`config.mk`:
```
export PLATFORM = sky130hd
export DESIGN_NAME = timer16_regs
export DESIGN_NICKNAME = d
export VERILOG_FILES = /design/src/rtl/timer16_pkg.sv /design/src/rtl/timer16_regs.sv /design/src/rtl/compare_unit.sv
export SDC_FILE = /design/constraint.sdc
export NUM_CORES = 1
export LEC_CHECK = 0
export BUFFER_PORTS_ARGS = -buffer_cell sky130_fd_sc_hd__clkbuf_2
export CORE_MARGIN = 2
export CORE_UTILIZATION = 48
export CTS_CLUSTER_SIZE = 25
export DETAILED_ROUTE_END_ITERATION = 8
export GPL_TIMING_DRIVEN = 0
export PLACE_DENSITY = 0.68
export SLEW_MARGIN = 20
export SYNTH_ARGS = -nofsm -noshare
export SYNTH_HDL_FRONTEND = slang
export SYNTH_SLANG_ARGS = --single-unit
```
`constraint.sdc`:
```
create_clock -name sys_clk -period 3.1 [get_ports sys_clk]
set_clock_uncertainty 0.05 [all_clocks]
set_input_delay 0.155 -clock sys_clk [delete_from_list [all_inputs] [get_ports sys_clk]]
set_output_delay 0.155 -clock sys_clk [all_outputs]
set_load 0.01 [all_outputs]
```
`src/rtl/timer16_pkg.sv`:
```
// Constants shared by the 16-bit timer register block
package timer16_pkg;
  localparam logic [7:0] ADDR_MASK = 8'h6f;
  localparam logic [7:0] ADDR_FLAG = 8'h36;
  localparam logic [7:0] ADDR_COUNT = 8'h84;
  localparam logic [7:0] ADDR_CAPTURE = 8'h86;
  localparam logic [7:0] ADDR_CMP_A = 8'h88;
  localparam logic [7:0] ADDR_CMP_B = 8'h8a;
  localparam logic [7:0] HIGH_BYTE_OFFSET = 8'h01;
  localparam int BIT_OVF = 0;
  localparam int BIT_CMP_A = 1;
  localparam int BIT_CMP_B = 2;
  localparam int BIT_CAPTURE = 5;
  localparam logic [7:0] MASK_BITS = 8'h27;
  localparam logic [15:0] RESET_WORD = 16'h0000;
  localparam logic [7:0] RESET_BYTE = 8'h00;
  localparam logic [15:0] COUNT_MAX = 16'hffff;
  localparam logic [15:0] COUNT_ONE = 16'h0001;
endpackage

```
`src/rtl/timer16_regs.sv`:
```
// Register side of the 16-bit timer: count, capture, compares, mask and flags
`timescale 1ns/1ps
module timer16_regs
  import timer16_pkg::*;
(
  input wire logic sys_clk,
  input wire logic rst,
  input wire logic [7:0] cpu_addr,
  input wire logic cpu_wr,
  input wire logic cpu_rd,
  input wire logic [7:0] cpu_wdata,
  output logic [7:0] cpu_rdata,
  input wire logic timer_tick,
  input wire logic capture_input_pin,
  input wire logic comparator_out,
  input wire logic capture_src_comparator,
  input wire logic capture_rising,
  input wire logic capture_is_top,
  input wire logic global_irq_enable,
  input wire logic [3:0] vector_ack,
  output logic [15:0] running_count_value,
  output logic [15:0] top_value,
  output logic match_a,
  output logic match_b,
  output logic waveform_out_a,
  output logic waveform_out_b,
  output logic [3:0] irq_req
);
  typedef struct packed {
    logic [15:0] count;
    logic [15:0] capture;
    logic [15:0] cmp_a;
    logic [15:0] cmp_b;
    logic [7:0] mask;
    logic [7:0] flags;
    logic [7:0] temp;
    logic [7:0] rdata;
    logic block;
    logic src_prev;
    logic wave_a;
    logic wave_b;
  } state_type;
  state_type s_q, s_d;
  logic set_a, set_b, m_a, m_b, src, cap_evt, at_top, wr_cnt;
  logic [7:0] base, flag_set;
  logic hi;

  assign hi = cpu_addr[0];
  assign base = cpu_addr & ~HIGH_BYTE_OFFSET;
  assign wr_cnt = cpu_wr && !hi && (base == ADDR_COUNT);
  assign src = capture_src_comparator ? comparator_out : capture_input_pin;
  assign cap_evt = !capture_is_top && (src != s_q.src_prev) && (src == capture_rising);
  assign top_value = capture_is_top ? s_q.capture : COUNT_MAX;
  assign at_top = timer_tick && (s_q.count == top_value);

  compare_unit u_cmp_a (
    .sys_clk(sys_clk), .rst(rst), .tick(timer_tick), .block(s_q.block),
    .count(s_q.count), .compare(s_q.cmp_a), .match(m_a), .flag_set(set_a)
  );
  compare_unit u_cmp_b (
    .sys_clk(sys_clk), .rst(rst), .tick(timer_tick), .block(s_q.block),
    .count(s_q.count), .compare(s_q.cmp_b), .match(m_b), .flag_set(set_b)
  );

  always_comb begin
    s_d = s_q;
    flag_set = RESET_BYTE;
    flag_set[BIT_CMP_A] = set_a;
    flag_set[BIT_CMP_B] = set_b;
    flag_set[BIT_OVF] = at_top && !capture_is_top;
    flag_set[BIT_CAPTURE] = cap_evt || (at_top && capture_is_top);
    s_d.src_prev = src;
    if (timer_tick) begin
      s_d.block = 1'b0;
      s_d.count = at_top ? RESET_WORD : 16'(s_q.count + COUNT_ONE);
      if (m_a) s_d.wave_a = ~s_q.wave_a;
      if (m_b) s_d.wave_b = ~s_q.wave_b;
    end
    if (cap_evt) s_d.capture = s_q.count;
    // Vector or write-one clear, set wins
    s_d.flags = s_q.flags;
    s_d.flags[BIT_OVF] = s_q.flags[BIT_OVF] & ~vector_ack[0];
    s_d.flags[BIT_CMP_A] = s_q.flags[BIT_CMP_A] & ~vector_ack[1];
    s_d.flags[BIT_CMP_B] = s_q.flags[BIT_CMP_B] & ~vector_ack[2];
    s_d.flags[BIT_CAPTURE] = s_q.flags[BIT_CAPTURE] & ~vector_ack[3];
    if (cpu_wr && cpu_addr == ADDR_FLAG) s_d.flags = s_d.flags & ~(cpu_wdata & MASK_BITS);
    if (cpu_wr) begin
      if (cpu_addr == ADDR_MASK) s_d.mask = cpu_wdata & MASK_BITS;
      if (hi && (base == ADDR_COUNT || base == ADDR_CAPTURE || base == ADDR_CMP_A ||
          base == ADDR_CMP_B)) s_d.temp = cpu_wdata;
      if (!hi) begin
        case (base)
          ADDR_COUNT: begin
            s_d.count = {s_q.temp, cpu_wdata};
            s_d.block = 1'b1;
          end
          ADDR_CAPTURE: s_d.capture = {s_q.temp, cpu_wdata};
          ADDR_CMP_A: s_d.cmp_a = {s_q.temp, cpu_wdata};
          ADDR_CMP_B: s_d.cmp_b = {s_q.temp, cpu_wdata};
          default: ;
        endcase
      end
    end
    s_d.flags = s_d.flags | flag_set;
    s_d.rdata = RESET_BYTE;
    if (cpu_rd) begin
      if (!hi) begin
        case (base)
          ADDR_COUNT: begin
            s_d.rdata = s_q.count[7:0];
            s_d.temp = s_q.count[15:8];
          end
          ADDR_CAPTURE: begin
            s_d.rdata = s_q.capture[7:0];
            s_d.temp = s_q.capture[15:8];
          end
          ADDR_CMP_A: begin
            s_d.rdata = s_q.cmp_a[7:0];
            s_d.temp = s_q.cmp_a[15:8];
          end
          ADDR_CMP_B: begin
            s_d.rdata = s_q.cmp_b[7:0];
            s_d.temp = s_q.cmp_b[15:8];
          end
          default: begin
            if (cpu_addr == ADDR_MASK) s_d.rdata = s_q.mask;
            else if (cpu_addr == ADDR_FLAG) s_d.rdata = s_q.flags;
          end
        endcase
      end else if (base == ADDR_COUNT || base == ADDR_CAPTURE || base == ADDR_CMP_A ||
          base == ADDR_CMP_B) begin
        s_d.rdata = s_q.temp;
      end else if (cpu_addr == ADDR_MASK) begin
        s_d.rdata = s_q.mask;
      end else if (cpu_addr == ADDR_FLAG) begin
        s_d.rdata = s_q.flags;
      end
    end
  end

  always_ff @(posedge sys_clk or posedge rst) begin
    if (rst) begin
      s_q <= '0;
    end else begin
      s_q <= s_d;
    end
  end

  assign cpu_rdata = s_q.rdata;
  assign running_count_value = s_q.count;
  assign match_a = m_a;
  assign match_b = m_b;
  assign waveform_out_a = s_q.wave_a;
  assign waveform_out_b = s_q.wave_b;
  assign irq_req[3] = global_irq_enable && s_q.mask[BIT_CAPTURE] && s_q.flags[BIT_CAPTURE];
  assign irq_req[2] = global_irq_enable && s_q.mask[BIT_CMP_B] && s_q.flags[BIT_CMP_B];
  assign irq_req[1] = global_irq_enable && s_q.mask[BIT_CMP_A] && s_q.flags[BIT_CMP_A];
  assign irq_req[0] = global_irq_enable && s_q.mask[BIT_OVF] && s_q.flags[BIT_OVF];

  AST_IRQ_A: assert property (@(posedge sys_clk) disable iff (rst)
    irq_req[1] == (global_irq_enable && s_q.mask[BIT_CMP_A] && s_q.flags[BIT_CMP_A]))
    else $error("compare A interrupt wrong");

  AST_IRQ_B: assert property (@(posedge sys_clk) disable iff (rst)
    irq_req[2] == (global_irq_enable && s_q.mask[BIT_CMP_B] && s_q.flags[BIT_CMP_B]))
    else $error("compare B interrupt wrong");

  AST_IRQ_CAP: assert property (@(posedge sys_clk) disable iff (rst)
    irq_req[3] == (global_irq_enable && s_q.mask[BIT_CAPTURE] && s_q.flags[BIT_CAPTURE]))
    else $error("capture interrupt wrong");

  AST_IRQ_OVF: assert property (@(posedge sys_clk) disable iff (rst)
    irq_req[0] == (global_irq_enable && s_q.mask[BIT_OVF] && s_q.flags[BIT_OVF]))
    else $error("overflow interrupt wrong");

  AST_FLAG_A: assert property (@(posedge sys_clk) disable iff (rst)
    set_a |=> s_q.flags[BIT_CMP_A]) else $error("compare A flag not set");

  AST_FLAG_B: assert property (@(posedge sys_clk) disable iff (rst)
    set_b |=> s_q.flags[BIT_CMP_B]) else $error("compare B flag not set");

  // Match at tick raises set pulse
  AST_HIT_A: assert property (@(posedge sys_clk) disable iff (rst)
    (timer_tick && match_a) |=> set_a) else $error("compare A hit lost");

  // No match right after count write
  AST_BLOCK: assert property (@(posedge sys_clk) disable iff (rst)
    wr_cnt |=> !match_a && !match_b) else $error("match not blocked");

  AST_NO_HIT: assert property (@(posedge sys_clk) disable iff (rst)
    (timer_tick && s_q.block) |=> !set_a && !set_b) else $error("blocked match flagged");

  AST_CNT_WR: assert property (@(posedge sys_clk) disable iff (rst)
    wr_cnt |=> running_count_value == {$past(s_q.temp), $past(cpu_wdata)})
    else $error("count write lost");

  AST_TICK_INC: assert property (@(posedge sys_clk) disable iff (rst)
    (timer_tick && !at_top && !wr_cnt) |=>
    running_count_value == $past(running_count_value) + COUNT_ONE)
    else $error("count did not step");

  AST_WRAP: assert property (@(posedge sys_clk) disable iff (rst)
    (at_top && !capture_is_top && !wr_cnt) |=>
    running_count_value == RESET_WORD && s_q.flags[BIT_OVF])
    else $error("overflow not flagged");

  AST_TOP_CAP: assert property (@(posedge sys_clk) disable iff (rst)
    (at_top && capture_is_top) |=> s_q.flags[BIT_CAPTURE])
    else $error("capture flag not set at top");

  AST_TOP_SEL: assert property (@(posedge sys_clk) disable iff (rst)
    capture_is_top |-> top_value == s_q.capture) else $error("top not from capture");

  AST_CAPTURE: assert property (@(posedge sys_clk) disable iff (rst)
    cap_evt |=> s_q.capture == $past(s_q.count) && s_q.flags[BIT_CAPTURE])
    else $error("capture wrong");

  AST_TEMP: assert property (@(posedge sys_clk) disable iff (rst)
    (cpu_rd && cpu_addr == ADDR_CMP_B) |=> s_q.temp == $past(s_q.cmp_b[15:8]))
    else $error("latch not loaded");

  // High write lands in shared latch
  AST_WR_LATCH: assert property (@(posedge sys_clk) disable iff (rst)
    (cpu_wr && !cpu_rd && cpu_addr == ADDR_CMP_A + HIGH_BYTE_OFFSET) |=>
    s_q.temp == $past(cpu_wdata)) else $error("high byte not latched");

  AST_CMP_WR: assert property (@(posedge sys_clk) disable iff (rst)
    (cpu_wr && cpu_addr == ADDR_CMP_A) |=> s_q.cmp_a == {$past(s_q.temp), $past(cpu_wdata)})
    else $error("compare A write lost");

  // Low byte read at base offset
  AST_RD_LOW: assert property (@(posedge sys_clk) disable iff (rst)
    (cpu_rd && cpu_addr == ADDR_COUNT) |=> cpu_rdata == $past(s_q.count[7:0]))
    else $error("low byte read wrong");

  AST_RD_HIGH: assert property (@(posedge sys_clk) disable iff (rst)
    (cpu_rd && cpu_addr == ADDR_COUNT + HIGH_BYTE_OFFSET) |=> cpu_rdata == $past(s_q.temp))
    else $error("high byte read wrong");

  AST_RD_IDLE: assert property (@(posedge sys_clk) disable iff (rst)
    !cpu_rd |=> cpu_rdata == RESET_BYTE) else $error("read data not idle");

  AST_CLR: assert property (@(posedge sys_clk) disable iff (rst)
    (cpu_wr && cpu_addr == ADDR_FLAG && cpu_wdata[BIT_OVF] && !flag_set[BIT_OVF]) |=>
    !s_q.flags[BIT_OVF]) else $error("flag not cleared");

  AST_VEC_A: assert property (@(posedge sys_clk) disable iff (rst)
    (vector_ack[BIT_CMP_A] && !set_a) |=> !s_q.flags[BIT_CMP_A])
    else $error("vector did not clear flag");

  AST_WAVE_A: assert property (@(posedge sys_clk) disable iff (rst)
    (timer_tick && match_a) |=> waveform_out_a != $past(waveform_out_a))
    else $error("waveform A not toggled");

  AST_MASK: assert property (@(posedge sys_clk) disable iff (rst)
    (s_q.mask & ~MASK_BITS) == RESET_BYTE) else $error("reserved mask bit set");
endmodule

```
`src/rtl/compare_unit.sv`:
```
// One compare channel: match detect and flag pulse one clock cycle after the matching tick
`timescale 1ns/1ps
module compare_unit
  import timer16_pkg::*;
(
  input wire logic sys_clk,
  input wire logic rst,
  input wire logic tick,
  input wire logic block,
  input wire logic [15:0] count,
  input wire logic [15:0] compare,
  output logic match,
  output logic flag_set
);
  typedef struct packed {
    logic hit;
  } state_type;
  state_type s_q, s_d;
  always_comb begin
    s_d = s_q;
    // Match at tick edge, flag next cycle
    s_d.hit = tick && (count == compare) && !block;
  end
  always_ff @(posedge sys_clk or posedge rst) begin
    if (rst) begin
      s_q <= '0;
    end else begin
      s_q <= s_d;
    end
  end
  assign match = (count == compare) && !block;
  assign flag_set = s_q.hit;
endmodule

```
---- After elaboration in Yosys (flattened, before gate mapping) ----
Index checks and enable logic that the tools add are counted.
storage, ports and cells
  register bits ........................... 98
  logic and storage cells ................. 99
  input bits .............................. 31
  output and inout bits ................... 48
operators by class
  add/sub/neg operators ................... 1
  bitwise gates (word level) .............. 14
  reductions and logical operators ........ 32
  multiplexer cells ....................... 27
  eq/ne operators ......................... 11
operator list
  cell                     count
  $mux W16                 9
  $mux W72                 1
  $mux W64                 1
  $mux W8                  8
  $pmux W8 S4              2
  $eq A16 B16 Y1           3
  $eq A7 B7 Y1 const B     4
  $logic_and A1 B1 Y1      21
  $add A16 B1 Y16 const B  1
  $and A8 B8 Y8            1
  $eq A8 B6 Y1 const B     1
  $eq A8 B7 Y1 const B     1
  $not A6 Y8               1
  $or A8 B6 Y8             1
  $not A1 Y1               7
  $mux W6                  1
  $reduce_and A2 Y1        3
  $reduce_and A3 Y1        2
  $mux W1                  5
  $and A1 B1 Y1            4
  $logic_or A1 B1 Y1       4
  $logic_not A1 Y1         2
  $eq A1 B1 Y1             1
  $ne A1 B1 Y1             1

---- Longest topological paths before layout ----
Gate-level depths: netlist of run 1.
  depth in word-level cells ............... 10
  depth in mapped cells ................... 7
  depth with buffers taken out ............ 6

---- Hierarchy ----
From an unflattened synthesis of run 1, not the netlist that was laid out.
unflattened totals
  cell total of the unflattened synthesis .. 599
  area total of the unflattened synthesis .. 5901.9 sq um
by module, submodules not included
  module        cells an instance  instances  area each (sq um)  sequential area each (sq um)
  timer16_regs  535                1          5434.0             2302.2
  compare_unit  32                 2          234.0              25.0

---- Least setup slack after synthesis of run 1 ----
Ideal clock, no wire load.
  kind .................................... flip-flop to flip-flop
  start ................................... register s_q (netlist bit running_count_value[0])
  end ..................................... register s_q (netlist bit running_count_value[10])
  stages on the path, launching flop included .. 8
  setup time .............................. 0.121 ns
  path slack .............................. 1.075 ns
  buffers on the path ..................... 2
  period minus slack after synthesis ...... 2.025 ns
  arrival ................................. 1.854 ns
  data required time ...................... 2.929 ns
  path through ............................ dfrtp_1 > buf_2 > and4bb_2 > a22oi_1 > a2111oi_4 > o2111ai_4 > buf_2 > a22o_1
RTL lines
  what                    RTL line             source
  start, declared         timer16_regs.sv:43   state_type s_q, s_d;
  start signal, assigned  timer16_regs.sv:143  s_q <= '0;
  start signal, assigned  timer16_regs.sv:145  s_q <= s_d;

==> summary.md, run 1 <==
| Metric | Value |
|---|---|
| Die area | `13100 um2` |
| RSZ-0062 raised after global routing | `false` |
| Crit end category | `register` |
| Outcome | `finished, final reports clean` |
| Yosys reg bits | `94` |
| Pin count of the biggest net entering global routing | `59` |
| Setup repair bufs after CTS | `0` |
| H-tree depth | `3` |
| Share of cells above drive strength 1 | `0.291` |
| Setup CP Type | `register to register` |
| Total Routing Usage GR | `0.275` |
| Static Leakage | `3.20 nW` |
| Synth Area per Inst | `10.0 um2` |
| Synth Cell Area | `5830 um2` |
| First-pass GRT wire length | `26900 um` |
| R2R Setup Slk | `0.71 ns` |
| CTS root buf | `clkbuf_16` |
| Num CTS Buffers | `9` |
| Worst-path fanout max | `10` |
| Global route overflow | `0` |
| YS warnings | `0` |
| Final hold vios | `0` |
| Slew Limit Headroom | `0.452` |
| Syn Nets | `613` |
| Fillers | `1057` |
| Slew Limit Fails | `0` |
| Setup TNS | `0 ns` |
| Cells along the critical path | `buf_2 > and4bb_2 > a22oi_1 > a2111oi_4 > o2111ai_4 > buf_2 > a22o_1` |
| Worst path max stage delay | `0.41 ns` |
| Clock latency on the worst-skew pair | `0.34 ns` |
| ANT nets after route | `0` |
| Clock-pin slew on the worst setup and hold paths | `0.07 ns` |
| Ys async rst share | `1.00` |
| Ports | `79` |
| Gp weighted congestion | `0.978` |
| Main flop type after synthesis | `dfrtp_1` |
| Placed inst area | `6430 um2` |
| Port Buf Inserts | `75` |
| Library cells used by synthesis | `63` |
| Vias | `5006` |
| Actual slew at the worst max-slew pin | `0.822 ns` |
| DP Worst Slack | `0.689 ns` |
| CP dominant cell by count | `buf_2` |
| Clk buf depth | `2` |
| Setup WS post-layout | `0.715 ns` |
| Final cycle utilization of the critical path | `0.769` |
| Clock sink total | `94` |
| DPL Wire Length | `13200 um` |
| Max-cap violation count | `0` |
| Slowest CP cell | `dfrtp_1` |
| Seq/Total Area, Yosys | `0.403` |
| DRC errors left | `0` |
| Critical Path RT | `3.28 ns` |
| Final setup viols | `0` |
| Row count | `40` |
| Crit start category | `register` |
| Most frequent cells in the layout | `94 x dfrtp_1, 75 x clkbuf_2, 49 x nand2_1, 40 x mux2i_1, 36 x mux2_2` |
| Post-synth EDFFs | `0` |
| VDD IR max | `0.000229 V` |
| 1st-iter DRT viols | `380` |
| Post-DR vias/cell | `6.09` |
| Post-CTS Resized | `0` |
| Core area | `12000 um2` |
| Final WL | `17600 um` |
| Drt pass-1 iters | `5` |
| Post-route cell area | `6760 um2` |
| Class of the worst hold path | `primary input to register` |
| Fin nets | `701` |
| Non-Filler Instances | `822` |
| WP data arrival | `2.57 ns` |
| Initial antenna violation count | `0` |
| Tmin final | `2.39 ns` |
| Placed cells | `804` |
| DR WL/cell | `21.5 um` |
| CTS tree | `done` |
| Hold Buf Count CTS | `1` |
| Number of global-route vias before repair | `4905` |
| Area growth from synthesis to layout | `15.8%` |
| Die Span Y | `114 um` |
| Commonest non-fill, non-tap cell in the layout | `dfrtp_1` |
| Cell Pwr Density | `550 nW/um2` |
| Fmax | `419 MHz` |
| Cells after Synth | `581` |
| Die Wd | `114 um` |
| Initial Util | `0.488` |
==> critical path, delay by kind of cell, from the launching register on <==
kind | cells | cell delay [ns]
compound gates | 4 | 1.01
flops | 1 | 0.41
simple gates | 1 | 0.30
buf+inv | 2 | 0.51
==> registers in the layout (all words and copies together), names as in the netlist <==
| signal | count |
|---|---|
| cpu_rdata | 8 |
| running_count_value | 16 |
| waveform_out_a | 1 |
| u_cmp_b.flag_set | 1 |
| waveform_out_b | 1 |
| u_cmp_a.flag_set | 1 |
| s_q | 66 |
==> final timing paths <==
path                       cells past startpoint                           endpoint                             start
setup reg to reg                               7  running_count_value[12]$_DFF_PP0_  running_count_value[0]$_DFF_PP0_
hold reg to reg                                1                  s_q[21]$_DFF_PP0_        u_cmp_a.flag_set$_DFF_PP0_
min in group asynchronous                      3   running_count_value[5]$_DFF_PP0_                               rst
setup / recovery                               7  running_count_value[12]$_DFF_PP0_  running_count_value[0]$_DFF_PP0_
max in group asynchronous                      4                  s_q[17]$_DFF_PP0_                               rst
hold / removal                                 2                   s_q[2]$_DFF_PP0_                 capture_input_pin
==> synth_stat cells, types with 5 or more instances <==
library cell | number | area share
a21oi_1 | 14 | 0.012
a221oi_1 | 8 | 0.012
a22o_1 | 11 | 0.017
a22oi_1 | 15 | 0.019
a31o_2 | 5 | 0.0075
and2_1 | 6 | 0.0064
and3_1 | 11 | 0.012
buf_2 | 24 | 0.021
buf_4 | 25 | 0.032
clkbuf_1 | 12 | 0.0077
dfrtp_1 | 94 | 0.40
inv_1 | 13 | 0.0084
mux2_2 | 36 | 0.069
mux2i_1 | 40 | 0.069
nand2_1 | 49 | 0.032
nand2b_1 | 17 | 0.018
nand3_1 | 8 | 0.0069
nor2_1 | 18 | 0.012
nor2b_1 | 12 | 0.013
nor4_1 | 7 | 0.0075
o21ai_0 | 22 | 0.019
o21ai_1 | 7 | 0.0060
o22ai_1 | 12 | 0.013
xnor2_1 | 23 | 0.035
xor2_1 | 28 | 0.042
==> layer usage <==
| metal | part of all wire | wire (um) | track usage |
|---|---|---|---|
| met1 | 0.42 | 7350 | 0.371 |
| met2 | 0.46 | 8180 | 0.433 |
| met3 | 0.083 | 1460 | 0.0519 |
| met4 | 0.037 | 653 | 0.124 |
| met5 | 0 | 0 | 0 |
==> cells by family after synthesis <==
| family | share of synthesized area |
|---|---|
| simple gates | 0.155 |
| xor+xnor | 0.0766 |
| buf+inv | 0.0727 |
| compound gates | 0.150 |
| flops | 0.403 |
| mux | 0.141 |
| fa+ha+maj | 0.00214 |
==> cell type report <==
class / count / area, um2 / share of cell area
buffer: 65 / 375 / 0.0556
antenna: 1 / 2.50 / 0.000370
clock buffer: 13 / 250 / 0.0370
inverter: 13 / 53.8 / 0.00796
sequential: 94 / 2350 / 0.348
clock inverter: 3 / 67.6 / 0.0100
tap: 147 / 184 / 0.0272
timing repair buffer: 77 / 413 / 0.0611
multi-input combinational: 409 / 3060 / 0.453
==> power by group <==
| part | total (W) | switching (W) | internal (W) |
|---|---|---|---|
| logic | 0.000992 | 0.000556 | 0.000436 |
| clock network | 0.00120 | 0.000468 | 0.000731 |
| registers | 0.00152 | 0.000176 | 0.00135 |
==> metrics by stage <==
stage | hold slack [ns] | power [W] | utilization
after floorplan | 0.222 | 0.00215 | -
after global placement | 0.363 | 0.00249 | 0.535
after detailed placement | 0.121 | 0.00252 | 0.537
after CTS | 0.0190 | 0.00371 | 0.565
after global routing | 0.0221 | 0.00386 | 0.565
final | 0.0248 | 0.00371 | 0.565
Power figures use the tool's default switching activity.
==> run 2: changes to the inputs <==
--- a/config.mk
+++ b/config.mk
@@ -11,7 +11,7 @@
 export CTS_CLUSTER_SIZE = 25
 export DETAILED_ROUTE_END_ITERATION = 8
 export GPL_TIMING_DRIVEN = 0
-export PLACE_DENSITY = 0.68
+export PLACE_DENSITY = 0.71
 export SLEW_MARGIN = 20
 export SYNTH_ARGS = -nofsm -noshare
 export SYNTH_HDL_FRONTEND = slang
==> constraint.sdc (replaced) <==
create_clock -name sys_clk -period 1.95 [get_ports sys_clk]
set_clock_uncertainty 0.05 [all_clocks]
set_input_delay 0.0975 -clock sys_clk [delete_from_list [all_inputs] [get_ports sys_clk]]
set_output_delay 0.0975 -clock sys_clk [all_outputs]
set_load 0.01 [all_outputs]
==> summary.md, run 2 (synthesis gave the netlist of run 1 again) <==
| Metric | Value |
|---|---|
| DR WL/cell | `21.1 um` |
| RSZ-0062 raised after global routing | `true` |
| Port Buf Inserts | `75` |
| Row count | `40` |
| Final WL | `17800 um` |
| Final setup viols | `21` |
| Failing checks | `setup timing` |
| DRC errors left | `0` |
| Gp weighted congestion | `0.979` |
| Clock latency on the worst-skew pair | `0.35 ns` |
| Class of the worst hold path | `primary input to register` |
| Number of global-route vias before repair | `5024` |
| WP data arrival | `2.33 ns` |
| CTS root buf | `clkbuf_16` |
| Pin count of the biggest net entering global routing | `36` |
| Setup WS post-layout | `-0.189 ns` |
| Switching Share | `0.317` |
| Initial antenna violation count | `0` |
| Crit end category | `register` |
| Comb power frac | `0.275` |
| Antenna Cells | `0` |
| Placed cells | `806` |
| Reg2reg end | `running_count_value[4]$_DFF_PP0_` |
| Max-cap violation count | `0` |
| 1st-iter DRT viols | `409` |
| R2R Setup Slk | `-0.19 ns` |
| Actual slew at the worst max-slew pin | `0.867 ns` |
| Slew Limit Headroom | `0.414` |
| Clk buf depth | `2` |
| Die Wd | `114 um` |
| Area growth from synthesis to layout | `23.4%` |
| Vias | `5025` |
| HP Start | `cpu_wdata[7]` |
| Core area | `12000 um2` |
| Drt pass-1 iters | `5` |
| Crit start category | `register` |
| Clk pwr share | `0.332` |
| Slew Limit Fails | `0` |
| VDD IR max | `0.000462 V` |
| Commonest non-fill, non-tap cell in the layout | `dfrtp_1` |
| Tmin final | `2.14 ns` |
| Total Routing Usage GR | `0.281` |
| Share of cells above drive strength 1 | `0.331` |
| First-pass GRT wire length | `27700 um` |
| Ports | `79` |
| Most flops, register | `s_q` |
| Final cycle utilization of the critical path | `1.10` |
| Post-DR vias/cell | `5.98` |
| Clock sink total | `94` |
| Worst hold slack | `0.0461 ns` |
| DPL Wire Length | `13100 um` |
| Reg power frac | `0.393` |
| Fmax | `467 MHz` |
| Initial Util | `0.488` |
| CTS tree | `done` |
| ANT nets after route | `0` |
| Int Power | `0.00423 W` |
| R2R depth | `7` |
| Critical Path RT | `2.14 ns` |
| Origin of the critical flop-to-flop path | `running_count_value[15]$_DFF_PP0_` |
| Clock-pin slew on the worst setup and hold paths | `0.06 ns` |
| Final hold vios | `0` |
| Num CTS Buffers | `9` |
| Hold Path Stages | `3` |
| Final Power | `0.00619 W` |
| Static Leakage | `3.36 nW` |
| Max reg flops | `66` |
| Setup CP Type | `register to register` |
| Switching Power | `0.00196 W` |
| Hold EP | `s_q[75]$_DFF_PP0_` |
| Outcome | `finished, violations left` |
| Global route overflow | `0` |
| Worst-path fanout max | `9` |
| Most frequent cells in the layout | `92 x dfrtp_1, 75 x clkbuf_2, 49 x nand2_1, 40 x mux2i_1, 39 x buf_4` |
| Fin nets | `721` |
| Die Span Y | `114 um` |
| Die area | `13100 um2` |
| Cell Pwr Density | `860 nW/um2` |
| Non-Filler Instances | `841` |
| H-tree depth | `3` |
[run 2: cell count changes in the layout (fill, tap and decap cells not counted), moves of 3 or more]
cell	previous run	this run
nor4_1	7	4
buf_4	25	39
dlygate4sd3_1	1	7
a31o_4	0	3
buf_2	24	12
buf_6	1	13
a31o_2	5	2
clkbuf_1	15	11
[run 2: worst max-delay path by stage]
stage,from,end,slack [ns],cells past startpoint
2_1_floorplan,running_count_value[0]$_DFF_PP0_,running_count_value[10]$_DFF_PP0_,-0.01,7
3_5_place_dp,cpu_addr[4],s_q[37]$_DFFE_PP0P_,-0.32,6
4_1_cts,running_count_value[0]$_DFF_PP0_,running_count_value[1]$_DFF_PP0_,-0.23,7
6_report,running_count_value[15]$_DFF_PP0_,running_count_value[4]$_DFF_PP0_,-0.19,7
5_1_grt,running_count_value[0]$_DFF_PP0_,running_count_value[4]$_DFF_PP0_,-0.27,8
3_3_place_gp,cpu_addr[4],s_q[44]$_DFFE_PP0P_,-0.27,6
[run 2: per-stage QoR]
step                      setup TNS, ns   util  instance area (um2)  worst slack [ns]
after floorplan                 -0.0810      -                 5870           -0.0101
after global placement            -9.58  0.537                 6430            -0.269
after detailed placement         -11.73  0.543                 6500            -0.324
after CTS                         -3.18  0.590                 7060            -0.230
after global routing              -4.38  0.602                 7200            -0.271
final                             -2.71  0.602                 7200            -0.189
[run 2: worst max-delay path, cell delays in order (launching register included)]
cell and delay, ns:
dfrtp_2 0.48, or3b_1 0.40, a2bb2oi_1 0.16, o2111a_2 0.28
o2111ai_4 0.17, buf_6 0.18, buf_6 0.12, a22o_1 0.18
[run 2: area by class of cell]
cell class              count  area, um2
inverters                  13       52.6
repair buffers            100        644
fillers                  1036       4760
multi-input cells         409       3200
clock buffers              11        243
plain buffers              62        417
well taps                 147        184
flip-flops and latches     94       2350
clock inverters             5        106
[run 2: routing by layer]
layer,vias up,GRT usage,share of wire
li1,2270,-,-
met1,2536,0.391,0.45
met2,189,0.455,0.47
met3,30,0.0339,0.054
met4,0,0.102,0.029
met5,-,0,0
[run 2: repair_timing]
item,in CTS,in global routing
setup endpoints to repair,23,46
endpoints found under the hold margin,81,0
resized for setup,18,30
cloned,1,0
setup buffers,10,4
pin swaps,12,16
hold buffers,7,0
[run 2: power groups by stage]
stage               Clock [W]  Sequential [W]  Combinational, W
floorplan                   0         0.00231           0.00113
global placement            0         0.00243           0.00152
detailed placement          0         0.00244           0.00157
CTS                   0.00207         0.00241           0.00164
global route          0.00215         0.00245           0.00183
finish                0.00206         0.00243           0.00170
==> run 3: changes to the inputs <==
--- a/config.mk
+++ b/config.mk
@@ -12,6 +12,7 @@
 export DETAILED_ROUTE_END_ITERATION = 8
 export GPL_TIMING_DRIVEN = 0
 export PLACE_DENSITY = 0.71
+export REMOVE_ABC_BUFFERS = 1
 export SLEW_MARGIN = 20
 export SYNTH_ARGS = -nofsm -noshare
 export SYNTH_HDL_FRONTEND = slang
==> summary.md, run 3 (synthesis gave the netlist of run 1 again) <==
| Metric | Value |
|---|---|
| Port Buf Inserts | `78` |
| Actual slew at the worst max-slew pin | `1.02 ns` |
| Final WL | `18000 um` |
| Origin of the critical flop-to-flop path | `running_count_value[4]$_DFF_PP0_` |
| RSZ-0062 raised after global routing | `true` |
| CTS tree | `done` |
| 1st-iter DRT viols | `540` |
| Crit start category | `register` |
| Clk buf depth | `2` |
| Ports | `79` |
| Critical path origin | `running_count_value[4]$_DFF_PP0_` |
| Reg2reg end | `running_count_value[0]$_DFF_PP0_` |
| CP dominant cell by count | `buf_6` |
| VDD IR max | `0.000571 V` |
| Die Span Y | `114 um` |
| Slew Limit Fails | `0` |
| Commonest non-fill, non-tap cell in the layout | `dfrtp_1` |
| Setup WS post-layout | `-0.239 ns` |
| DPL Wire Length | `11100 um` |
| Vias | `5074` |
| Worst path max stage delay | `0.43 ns` |
| WP buf/inv | `2` |
| Tmin final | `2.19 ns` |
| Initial antenna violation count | `0` |
| Row count | `40` |
| Max-cap violation count | `0` |
| Core area | `12000 um2` |
| Clock latency on the worst-skew pair | `0.35 ns` |
| Class of the worst hold path | `primary input to register` |
| Final setup viols | `21` |
| Slowest CP cell | `dfrtp_2` |
| HP Start | `vector_ack[3]` |
| Worst-path fanout max | `5` |
| R2R Setup Slk | `-0.24 ns` |
| Antenna Cells | `0` |
| Fin nets | `690` |
| Initial Util | `0.488` |
| Cells along the critical path | `buf_6 > and4bb_2 > a22oi_2 > a2111oi_4 > o2111ai_4 > buf_6 > a221o_1` |
| WP data arrival | `2.37 ns` |
| Area growth from synthesis to layout | `22.4%` |
| CTS root buf | `clkbuf_16` |
| Pin count of the biggest net entering global routing | `54` |
| Share of cells above drive strength 1 | `0.368` |
| Static Leakage | `3.24 nW` |
| Clock sink total | `94` |
| R2R depth | `7` |
| Post-DR vias/cell | `6.26` |
| Hold Path Stages | `4` |
| Die area | `13100 um2` |
| Cell Pwr Density | `868 nW/um2` |
| Global route overflow | `0` |
| Hold EP | `s_q[25]$_DFF_PP0_` |
| Slew Limit Headroom | `0.314` |
| Setup CP Type | `register to register` |
| Gp weighted congestion | `0.896` |
| Max reg flops | `66` |
| Num CTS Buffers | `9` |
| Outcome | `finished, violations left` |
| Failing checks | `setup timing` |
| First-pass GRT wire length | `27500 um` |
| H-tree depth | `3` |
| Clock-pin slew on the worst setup and hold paths | `0.07 ns` |
| DRC errors left | `0` |
| Number of global-route vias before repair | `4894` |
| Fin util | `0.597` |
| Die Wd | `114 um` |
| Crit end category | `register` |
| DR WL/cell | `22.3 um` |
| Critical Path RT | `2.13 ns` |
| ANT nets after route | `0` |
| Most flops, register | `s_q` |
| Fmax | `457 MHz` |
| Final Power | `0.00620 W` |
| Drt pass-1 iters | `5` |
| Final hold vios | `0` |
| Cell family with most CP delay | `compound AO/OA/AOI/OAI gates` |
| Most frequent cells in the layout | `77 x dfrtp_1, 75 x clkbuf_2, 47 x nand2_1, 40 x mux2i_1, 36 x mux2_2` |
| Total Routing Usage GR | `0.278` |
| Final cycle utilization of the critical path | `1.12` |
==> run 3: cell types whose count changed in the layout (fill, tap and decap cells not counted), sizes merged <==
cell,before,now
nor2,20,21
clkbuf,96,86
dlygate4sd3,7,8
clkinv,1,2
bufinv,3,2
buf,70,46
inv,12,13
==> run 3: what timing repair did <==
action,in CTS,in global routing
hold buffers,8,0
cloned,2,0
resized for setup,49,27
setup buffers,20,22
pin swaps,15,12
endpoints found under the hold margin,50,0
setup endpoints to repair,81,38
==> run 3: where the power goes <==
| group | switching (W) | internal (W) |
|---|---|---|
| Clock | 0.000782 | 0.00115 |
| Sequential | 0.000380 | 0.00216 |
| Combinational | 0.000882 | 0.000845 |
==> run 3: worst max-delay path by stage <==
stage                                       endpoint  slack, ns  cells after the start
finish              running_count_value[0]$_DFF_PP0_      -0.24                      7
global route                                 match_b      -0.28                      5
CTS                                          match_b      -0.19                      5
detailed placement  running_count_value[0]$_DFF_PP0_      -0.82                      5
global placement                   s_q[83]$_DFF_PP0_      -1.78                      2
floorplan                     cpu_rdata[0]$_DFF_PP0_      -0.65                      1
==> run 3: per-stage QoR <==
step / setup TNS, ns / area (um2) / hold WS [ns] / setup slack (ns) / instances
global route: -3.40 / 7140 / 0.0374 / -0.280 / 810
finish: -2.66 / 7140 / 0.00558 / -0.239 / 810
detailed placement: -44.41 / 6070 / 0.0751 / -0.822 / 742
CTS: -0.989 / 6840 / 0.00501 / -0.186 / 788
floorplan: -63.44 / 5460 / 0.159 / -0.646 / 516
global placement: -222.55 / 6030 / 0.305 / -1.78 / 741
==> run 3: per-layer routing <==
metal	share of wire	global-route usage	vias to the layer above
met5	0	0	-
met4	0.030	0.119	0
met3	0.098	0.0709	55
met2	0.48	0.434	323
met1	0.39	0.368	2488
li1	-	-	2208
==> run 3: tightest hold or removal path, cell delays in order <==
cell	delay (ns)
clkbuf_2	0.08
inv_1	0.05
a31oi_1	0.10
o21ai_2	0.05
==> run 3: area by class of cell <==
cell class	instances	area, um2
Fill cell	979	4820
Multi-Input combinational cell	410	3310
Sequential cell	94	2370
Timing Repair Buffer	130	895
Clock buffer	10	239
Tap cell	147	184
Clock inverter	6	85.1
Inverter	13	53.8
